$ cat src/pkg/esr_regs.vh
// constants for the eight-bit shift register family
`ifndef ESR_REGS_VH
`define ESR_REGS_VH
`define ESR_WIDTH      8
`define ESR_RESET_VAL  8'h00
`define ESR_FIFO_DEPTH 8
`define ESR_FIFO_AW    3
`define ESR_OPT_SERIAL 2'h0
`define ESR_OPT_ASYNC  2'h1
`define ESR_OPT_SYNC   2'h2
`endif

$ cat src/design/esr_fifo.v
// small synchronous fifo with valid/ready on both sides
`timescale 1ns/10ps
`default_nettype none
module esr_fifo #(
  parameter WIDTH = 8,
  parameter DEPTH = 8,
  parameter AW    = 3
) (
  // clock and reset
  input  wire             clk_sys,
  input  wire             reset,
  // fill side
  input  wire             in_valid,
  output wire             in_ready,
  input  wire [WIDTH-1:0] in_data,
  // drain side
  output wire             out_valid,
  input  wire             out_ready,
  output wire [WIDTH-1:0] out_data
);
  reg  [WIDTH-1:0] mem [0:DEPTH-1];
  reg  [AW-1:0]    wr_ptr;
  reg  [AW-1:0]    rd_ptr;
  reg  [AW:0]      count;
  wire             do_wr;
  wire             do_rd;

  assign in_ready  = (count != DEPTH[AW:0]);
  assign out_valid = (count != {(AW+1){1'b0}});
  assign out_data  = mem[rd_ptr];
  assign do_wr     = in_valid & in_ready;
  assign do_rd     = out_valid & out_ready;

  always @(posedge clk_sys) begin
    if (do_wr) begin
      mem[wr_ptr] <= in_data;
    end
  end

  always @(posedge clk_sys or posedge reset) begin
    if (reset) begin
      wr_ptr <= {AW{1'b0}};
      rd_ptr <= {AW{1'b0}};
      count  <= {(AW+1){1'b0}};
    end else begin
      if (do_wr) begin
        wr_ptr <= wr_ptr + {{(AW-1){1'b0}}, 1'b1};
      end
      if (do_rd) begin
        rd_ptr <= rd_ptr + {{(AW-1){1'b0}}, 1'b1};
      end
      if (do_wr && !do_rd) begin
        count <= count + {{AW{1'b0}}, 1'b1};
      end else if (do_rd && !do_wr) begin
        count <= count - {{AW{1'b0}}, 1'b1};
      end
    end
  end
endmodule
`default_nettype wire

$ cat src/design/esr_shift.v
// eight-stage shift register, three build options, parallel words buffered
`timescale 1ns/10ps
`default_nettype none
`include "esr_regs.vh"
module esr_shift #(
  parameter [1:0] OPTION    = `ESR_OPT_SYNC,
  parameter       HAS_CLEAR = 1
) (
  // clock and reset
  input  wire                  clk_sys,
  input  wire                  reset,
  // serial entry
  input  wire                  serial_gate_a,
  input  wire                  serial_gate_b,
  input  wire                  serial_data_in,
  // parallel word entry, buffered
  input  wire                  word_valid,
  output wire                  word_ready,
  input  wire [`ESR_WIDTH-1:0] word_data,
  // controls
  input  wire                  shift_enable,
  input  wire                  clear_n,
  input  wire                  clear_high,
  input  wire                  load_not_shift,
  input  wire                  clock_inhibit,
  input  wire                  shift_load_select,
  input  wire                  clock_hold,
  // stage outputs
  output wire [`ESR_WIDTH-1:0] stage_out,
  output wire [`ESR_WIDTH-1:0] stage_inverted_out,
  output wire                  first_stage_out,
  output wire                  last_stage_out
);
  localparam W = `ESR_WIDTH;

  reg  [W-1:0] stages;
  reg  [W-1:0] next_stages;
  reg          load_prev;
  wire [W-1:0] word_head;
  wire         word_avail;
  wire         entry_bit;
  wire         load_fall;
  wire         clear_now;
  wire         want_word;

  // buffer decouples the word source from the load moment
  esr_fifo #(
    .WIDTH (W),
    .DEPTH (`ESR_FIFO_DEPTH),
    .AW    (`ESR_FIFO_AW)
  ) u_fifo (
    .clk_sys   (clk_sys),
    .reset     (reset),
    .in_valid  (word_valid),
    .in_ready  (word_ready),
    .in_data   (word_data),
    .out_valid (word_avail),
    .out_ready (want_word),
    .out_data  (word_head)
  );

  // serial-only takes the gated pair, the others the plain serial input
  assign entry_bit = (OPTION == `ESR_OPT_SERIAL) ?
                     (serial_gate_a & serial_gate_b) : serial_data_in;

  assign load_fall = load_prev & ~load_not_shift;

  // clear is a level; combined with the register so it shows at once
  assign clear_now = (OPTION == `ESR_OPT_ASYNC) ? (HAS_CLEAR != 0) & clear_high
                                                : ~clear_n;

  // a word is consumed only by the load that uses it
  assign want_word = ~clear_now & (
                     ((OPTION == `ESR_OPT_ASYNC) & load_fall) |
                     ((OPTION == `ESR_OPT_SYNC) & shift_enable &
                      ~shift_load_select & ~clock_hold));

  always @* begin
    next_stages = stages;
    case (OPTION)
      `ESR_OPT_SERIAL: begin
        if (shift_enable) begin
          next_stages = {stages[W-2:0], entry_bit};
        end
      end
      `ESR_OPT_ASYNC: begin
        if (load_fall) begin
          if (word_avail) begin
            next_stages = word_head;
          end
        end else if (shift_enable && load_not_shift && !clock_inhibit) begin
          next_stages = {stages[W-2:0], entry_bit};
        end
      end
      `ESR_OPT_SYNC: begin
        if (shift_enable && !clock_hold) begin
          if (!shift_load_select) begin
            if (word_avail) begin
              next_stages = word_head;
            end
          end else begin
            next_stages = {stages[W-2:0], entry_bit};
          end
        end
      end
      default: begin
        next_stages = stages;
      end
    endcase
    if (clear_now) begin
      next_stages = `ESR_RESET_VAL;
    end
  end

  always @(posedge clk_sys or posedge reset) begin
    if (reset) begin
      stages    <= `ESR_RESET_VAL;
      load_prev <= 1'b1;
    end else begin
      stages    <= next_stages;
      load_prev <= load_not_shift;
    end
  end

  // outputs follow clear in the same cycle
  assign stage_out          = clear_now ? `ESR_RESET_VAL : stages;
  assign stage_inverted_out = ~stage_out;
  assign first_stage_out    = stage_out[0];
  assign last_stage_out     = stage_out[W-1];
endmodule
`default_nettype wire

$ cat config.mk
export PLATFORM = sky130hd
export DESIGN_NAME = esr_shift
export DESIGN_NICKNAME = d
export VERILOG_FILES = /design/src/design/esr_fifo.v /design/src/design/esr_shift.v
export VERILOG_INCLUDE_DIRS = /design/src /design/src/pkg
export SDC_FILE = /design/constraint.sdc
export NUM_CORES = 1
export LEC_CHECK = 0
export BUFFER_PORTS_ARGS = -buffer_cell sky130_fd_sc_hd__buf_2
export CAP_MARGIN = 30
export CORE_MARGIN = 4
export CORE_UTILIZATION = 50
export CTS_CLUSTER_DIAMETER = 150
export DETAILED_ROUTE_END_ITERATION = 7
export GPL_ROUTABILITY_DRIVEN = 0
export MAX_ROUTING_LAYER = met4
export PLACE_DENSITY_LB_ADDON = 0.1
export REMOVE_ABC_BUFFERS = 1
export SYNTH_ARGS = -nofsm -noshare
export SYNTH_HDL_FRONTEND = slang
export SYNTH_HIERARCHICAL = 1
export SYNTH_SLANG_ARGS = --single-unit
$ cat constraint.sdc
create_clock -name clk_sys -period 4.91 [get_ports clk_sys]
set_input_delay 0.982 -clock clk_sys [delete_from_list [all_inputs] [get_ports clk_sys]]
set_output_delay 0.982 -clock clk_sys [all_outputs]
set_load 0.01 [all_outputs]
==> summary.md, run 1 <==
The finished cells cover 4030 um2. After synthesis, flip-flops and latches occupy 65.3% of the total area. Summing the areas of all fa, ha and maj instances in the mapped netlist gives 2.27% of the synthesized area. For this run, the total global-route usage over all layers was measured as 16.5%.

The total leakage power was 1.56 nW. The clock net in this run drives a total of 82 sinks. The floorplan row count is 30. Combinational cells account for 27.3% of the total power.

The cell area power density was 517 nW/um2; the measured slew at the worst slew-check pin was 983 ps. No sink is reached through more buffers than the 2 on the longest clock path. In this run the worst path has a maximum fanout of 10.

The H-tree was split into 3 levels. The number of storage elements in the synthesis netlist was 82; the count of antenna diodes in the layout was 0. The die is 93.2 um tall. Synthesized area per cell: 16.8 um2. The number of distinct standard cells referenced by the synthesized netlist is 36, and the reported net switching power is 0.000645 W. The layout has 574 filler cells.

STA classifies the critical path startpoint as a primary input. Number of max-slew violations in the final report: 0. Setup repair after global routing left no endpoint under its margin.

In this run the cell area measured after placement is 3840 um2. The mux contribution to synthesized area came out at 18.0%. The fraction of power spent switching nets is 30.9%.

The tools report the cell at the root of the clock tree as sky130_fd_sc_hd__clkbuf_8. The synthesized-area fraction occupied by and/or/nand/nor cells is 6.82%. Adding up every negative setup slack in the final design gives 0 ps.

Clock latency on the worst-skew pair, taken at its later pin, is 350 ps. The minimum setup slack after placement is 1590 ps. The flow ran to the end, and the final reports show no timing, DRC or antenna violations. For this run, the top clock speed supported by timing is 340 MHz. After Yosys synthesis, XOR and XNOR cells account for 1.45% of the synthesized area.

The tools report the netlist area before placement as 3630 um2. The run gives 0 as the initial antenna violation count. Clock skew on the completed layout was measured at 6.08 ps.

TritonCTS created 9 clock buffers. The worst hold path belongs to the class register to register. The core area is 6910 um2. The routed design could run at a clock period as short as 2940 ps. The internal portion of the total power is 0.00144 W.

The final count of hold timing violations was 0; the area of the die was 8690 um2. The average wire length per cell after detail routing was 18.1 um; the largest vdd supply drop was 277 uV. In this run, the number of DRC markers left after iteration 0 of detailed routing was 136. After detailed routing, the number of remaining DRC violations is 0.

Of all flip-flops after synthesis, the portion carrying an async set or reset was 22.0%. The area added between synthesis and finish came out at 11.1%. The number of buffers inserted by post-CTS setup repair is 0, and the area of all sequential standard cells is 2370 um2. The number of stages on the worst hold path came out at 1. The critical path's slowest cell was sky130_fd_sc_hd__or4_1.

The final layout contains 276 nets. In the final layout, the multi-input gates occupy 1130 um2. The final cycle utilization of the critical path came out at 60.0%. The critical path goes through buf_2 > nand2b_1 > nor2_1 > nand2_1 > ha_1 > inv_1 > ha_1 > or4_1 > nand3_1 > o211ai_1. At the worst endpoint, the required time is 5140 ps. The starting density of the core is 52.6%, and the number of placed I/O pins is 40. Cell occurring most often along the worst timing path: sky130_fd_sc_hd__ha_1. The fraction of final layout cells sized beyond drive strength 1 was 28.7%; the number of gates given a new drive strength after cts was 0.

The final layout contains routed wiring with a total length of 6.33 mm. TritonCTS built the clock tree. The number of flops mapped to enable cells by yosys was 64; the number of global-route vias before repair was 1865. The tools report the total congestion overflow as 0. The first global-routing pass estimated 10.0 mm of wire. Data on the critical path arrives at its endpoint at 3180 ps. The die width works out to 93.2 um. The primary flip-flop cell chosen by synthesis mapping was sky130_fd_sc_hd__edfxtp_1.

Measured against its own limit, the worst slew margin works out to 34.2%. The number of port buffers was 34; the clock-pin slew on the worst setup and hold paths was 80 ps. The critical path in this run is classified as primary input to register.

The first detailed-routing pass ran for 4 iterations. Detailed routing inserted a total of 1882 vias. The logs give 0 for the number of violations of the max-capacitance limit and 216 for the number of cells produced by synthesis. For the total of hold buffers inserted after clock tree synthesis, the log shows 0. Registers are responsible for 49.8% of the overall power. Detailed placement finished with a half-perimeter wire length of 4.06 mm.

The synthesized netlist devotes 2.34% of its cell area to compound gates. The number of warnings issued by yosys was 6; the cell count of the worst reg-to-reg path was 9. By area, the combinational part of the netlist is dominated by multiplexers. Count of nets left with antenna violations after detail routing: 0. Entering global routing, the biggest net connects 19 pins. Using the TritonRoute via totals, the vias-per-cell ratio works out to 5.38. The kind of end point of the critical path is a register.

The clock group share of total power is 22.9%. Setup violations remaining at the end of the flow were counted as 0. In the post-route analysis, the smallest setup slack over all paths is 1970 ps.

In this design, the stage delay of the slowest critical-path cell is 500 ps.
critical path: cells and delay by family:
| kind | cells | cell delay, ps |
|---|---|---|
| AOI/OAI and AO/OA | 1 | 80 |
| buffers and inverters | 2 | 310 |
| and+or+nand+nor | 5 | 1220 |
| adders and majority gates | 2 | 570 |
power groups by stage:
| stage | combinational, W | clock (W) | sequential [W] |
|---|---|---|---|
| 6_report | 0.000570 | 0.000477 | 0.00104 |
| 5_1_grt | 0.000625 | 0.000525 | 0.00106 |
| 4_1_cts | 0.000576 | 0.000489 | 0.00104 |
| 3_5_place_dp | 0.000573 | 0 | 0.00106 |
| 3_3_place_gp | 0.000565 | 0 | 0.00105 |
| 2_1_floorplan | 0.000435 | 0 | 0.00100 |
sequential cells by signal (all words and copies together), names as in the netlist:
signal / flops
stages: 8
u_fifo/wr_ptr: 3
u_fifo/count: 4
u_fifo/mem: 64
u_fifo/rd_ptr: 3
final cells by class:
type	instances	share of cell area (%)
clock buffer	9	3.07
inverter	12	1.12
clock inverter	7	1.71
tap	96	2.98
multi-input combinational	110	28.1
sequential	82	58.8
timing repair buffer	34	4.22
routing by layer:
metal  vias to the layer above  track usage (%)  wire [um]
met5                         -                -          0
met4                         0             7.69         97
met3                        14             3.38        308
met2                        46             25.9       3030
met1                       933             20.7       2900
li1                        889                -          -
layout by cell type (no fill, tap or decap), drive strengths merged, types with 2 or more instances in the layout:
| master | count |
|---|---|
| clkinv | 5 |
| edfxtp | 64 |
| nand3b | 3 |
| mux4 | 16 |
| mux2i | 2 |
| clkbuf | 9 |
| nand2b | 4 |
| a21oi | 9 |
| nand2 | 12 |
| dfrtp | 18 |
| o21ai | 2 |
| xnor2 | 6 |
| nand3 | 6 |
| ha | 5 |
| inv | 13 |
| nor3 | 3 |
| mux2 | 19 |
| or4 | 2 |
| nor2 | 15 |
| buf | 34 |
cells by family after synthesis:
logic type | after synthesis
DFF | 82
and+or+nand+nor | 48
muxes | 37
buffers and inverters | 24
AOI/OAI and AO/OA | 13
xor gates and xnor gates | 6
adders and majority gates | 6
through the flow:
stage | util [%] | hold slack (ps) | power, W | std cells
floorplan | - | 458 | 0.00144 | 204
finish | 58.4 | 499 | 0.00209 | 350
detailed placement | 55.6 | 487 | 0.00163 | 334
global placement | 55.6 | 475 | 0.00162 | 334
global route | 58.4 | 534 | 0.00221 | 350
CTS | 58.4 | 507 | 0.00211 | 350
cell usage after synthesis (all sizes together), types with 2 or more instances:
library cell / n / area share, %
dfrtp: 18 / 12
mux2: 19 / 5.9
nand3b: 3 / 0.62
a21oi: 9 / 1.2
nand3: 6 / 0.83
ha: 5 / 1.7
inv: 12 / 1.2
edfxtp: 64 / 53
o21ai: 2 / 0.59
buf: 9 / 2.2
mux2i: 2 / 0.55
xnor2: 6 / 1.4
or4: 2 / 0.52
nand2: 12 / 1.3
mux4: 16 / 12
clkbuf: 3 / 0.34
nor3: 3 / 0.41
nand2b: 4 / 0.90
nor2: 15 / 1.6
path summary, 6_finish.rpt:
| path | slack [ps] | to | startpoint |
|---|---|---|---|
| min in group asynchronous | 580 | stages[2] | reset |
| max in group asynchronous | 4010 | u_fifo/rd_ptr[2] | reset |
| setup / recovery | 1970 | u_fifo/count[3] | shift_load_select |
| hold / removal | 500 | stages[0] | stages[0] |
| setup reg to reg | 2070 | u_fifo/count[3] | u_fifo/count[0] |
| hold reg to reg | 500 | stages[0] | stages[0] |
Note: power is estimated with default switching activity, not from simulation.
==> run 2, diff against run 1 <==
- clock period: 4.91 -> 2.6 ns (I/O delays scaled with it)
==> run 2 against run 1 <==
Against the previous run:
- cell count grew 5.4%
- global-route usage increased by 0.47 points
- routed wire length grew 2.6%
- critical path type is now register to register
- critical path depth decreased by 1
- clock skew is 3.9 ps higher
- via count up 4.2%
- register-to-register slack worse by 2000 ps
- largest power group unchanged
- combinational power increased by 120%
==> summary.md, run 2 (same netlist as run 1, synthesis figures left out) <==
The number of placed instances, taps included came out at 353 (+5.7%). For the total leakage power, the log shows 1.64 nW (+5.6%). The routed design could run at a clock period as short as 2480 ps.

The logs give 0 (unchanged) for the total congestion overflow and 0 (unchanged) for the number of max-slew violations in the final report. For the initial antenna violation count, the log shows 0 (unchanged). Ranked by flip-flop count, first place goes to u_fifo/mem.

The number of vias in the routed layout is 1961 (+4.2%). The logs give 6910 um2 (unchanged) for the core area and 0 (unchanged) for the count of antenna diodes in the layout. The cell count of the worst reg-to-reg path is 9 (unchanged), and the count of routing violations after the opening detailed-route iteration is 119 (-13%). Critical path required time: 2840 ps (-2300 ps).

The cell area power density was 959 nW/um2 (+86%); the largest vdd supply drop was 529 uV (+91%). The library cell used most frequently in the layout, excluding fill and tap cells, is sky130_fd_sc_hd__edfxtp_1. The number of port buffers came out at 34 (unchanged). In the layout the commonest cells are sky130_fd_sc_hd__edfxtp_1, sky130_fd_sc_hd__buf_2, sky130_fd_sc_hd__buf_4. The logs give 0 (unchanged) for the count of nets left with antenna violations after detail routing and 0.00400 W (+92%) for the total power draw. The worst setup path is of the register to register kind.

The number of global-route vias before repair is 1983 (+6.3%). The post-placement cell area came out at 3970 um2 (+3.5%). The critical-path maximum fanout came out at 5 (-5).

The floorplan row count is 30 (unchanged), and the maximum count of clock buffers along a single path is 2 (unchanged). The final cell utilization of the core is 60.3% (+1.9 points). The stage delay of the slowest cell on the critical path was 570 ps (+70 ps).

The total of hold buffers inserted after clock tree synthesis was 0 (unchanged); the measured slew at the worst slew-check pin was 691 ps (-292 ps). The pin count of the biggest net entering global routing is 19 (unchanged). Among all stages on the critical path, the largest delay is contributed by sky130_fd_sc_hd__or4b_4. Top metal layer carrying routed signals: met4.

The post-layout worst setup margin was 118 ps (-1850 ps); the fmax was 403 MHz. The final cell area excluding filler cells was 4160 um2 (+3.3%); the clock network latency to the later pin of the worst-skew pair was 360 ps (about the same). The tools report the routed length on met3 as 272 um (-12%). The starting density of the core is 52.6% (unchanged). The detailed-routing wirelength on met1 was 2.86 mm (-1.3%); the ratio of routed vias to standard cells was 5.31 (-1.2%). The tools report the wire length on met2 as 3.29 mm (+8.6%). The area of the die was 8690 um2 (unchanged); the fill cell instance count of the final layout was 564 (-1.7%). TritonCTS built the clock tree. The run gives 6.49 mm (+2.6%) as the routed wire length. The number of flip-flops in the largest register came out at 64 (unchanged). The fraction of final layout cells sized beyond drive strength 1 was 34.8% (+6.1 points). Setup repair after global routing left no endpoint under its margin. STA classifies the critical path endpoint as a register.

The die width works out to 93.2 um (unchanged). For the total iterations of the first detailed-routing run, the log shows 4 (unchanged). For the worst setup skew after layout, the log shows 10.0 ps (+3.94 ps). The minimum setup slack after placement is 89.1 ps (-1500 ps), and the first-pass GRT wire length is 10.4 mm (+3.8%). The tools report the global routing usage summed across all routing layers as 16.9% (+0.47 points). The clock-pin slew on the worst setup and hold paths is 90 ps (about the same). The tools report the number of cells in the finished layout apart from fillers as 369 (+5.4%).

The run finished with clean final reports. The run gives 295 (+6.9%) as the post-layout net count. In this design, the critical path's most frequently occurring cell is sky130_fd_sc_hd__inv_1.

The logs give 2730 ps (-450 ps) for the signal arrival time at the worst endpoint and 3 (unchanged) for the deepest level of the CTS H-tree. Detailed placer's ending HPWL: 4.39 mm (+8.2%). STA classifies the critical path startpoint as a register. The run gives 0 (unchanged) as the total DRC errors in the routed layout. The run gives 0 (unchanged) as the number of violations of the max-capacitance limit.

Path category of the worst min-delay check: primary input to async pin. The chip height is 93.2 um (unchanged). The average wire length per cell after detail routing was 17.6 um (-2.7%); the clock net sink count was 82 (unchanged). The run gives 0 (unchanged) as the setup violation total in the final timing report. The area growth from synthesis to layout is 14.7%. The run gives 40 (unchanged) as the number of placed I/O pins.

For the final count of hold timing violations, the log shows 0 (unchanged). The cell at the root of the clock tree was sky130_fd_sc_hd__clkbuf_8. The largest registers in the layout are u_fifo/mem x64, stages x8, u_fifo/count x4. Traced cell by cell, the critical path runs through or4b_4 > nand2_2 > inv_1 > ha_1 > inv_1 > ha_2 > or4_1 > nand3_1 > o211ai_1.

The final cycle utilization of the critical path was 95.5%. The tools report the clock buffer count from CTS as 9 (unchanged). The tightest slew margin relative to the limit was 53.9% (+20 points).
[run 2: area by class of cell]
type	count	area (um2)	area share, %
clock inverters	7	58.8	1.41
flip-flops and latches	82	2370	57.0
inverters	12	45.0	1.08
multi-input cells	110	1130	27.2
repair buffers	53	313	7.51
clock buffers	9	124	2.97
well taps	96	120	2.88
[run 2: routing by layer]
layer | GRT usage (%) | up-vias
met3 | 5.07 | 8
met1 | 21.1 | 986
li1 | - | 930
met5 | - | -
met2 | 27.1 | 37
met4 | 4.76 | 0
[run 2: worst paths after layout]
check                                start  slack [ps]          endpoint
setup / recovery           u_fifo/count[0]         120   u_fifo/count[3]
hold / removal                       reset         110         stages[5]
max in group asynchronous            reset        2160  u_fifo/wr_ptr[1]
setup reg to reg           u_fifo/count[0]         120   u_fifo/count[3]
hold reg to reg                  stages[0]         510         stages[0]
min in group clk_sys          word_data[2]         430  u_fifo/mem[1][2]
[run 2: timing repair]
| action | 4_1_cts | 5_1_grt |
|---|---|---|
| setup endpoints to repair | 0 | 1 |
| gates resized for setup | 0 | 3 |
| setup buffers | 0 | 0 |
[run 2: worst max-delay path: cells and delay by family (launching register included)]
family	cells	cell delay, ps
AOI/OAI and AO/OA	1	80
adders and majority gates	2	500
buffers and inverters	2	130
DFF	1	430
and+or+nand+nor	4	1250
[run 2: power breakdown]
part / internal (W) / switching (W) / leakage, nW
combinational: 0.000677 / 0.000584 / 0.748
clock: 0.000365 / 0.000496 / 0.0929
sequential: 0.00169 / 0.000186 / 0.804
total: 0.00273 / 0.00127 / 1.64
[run 2: through the flow]
stage | hold WS [ps] | setup TNS, ps
floorplan | 336 | -64.2
global placement | 473 | 0
detailed placement | 487 | 0
CTS | 107 | 0
global route | 121 | 0
finish | 110 | 0
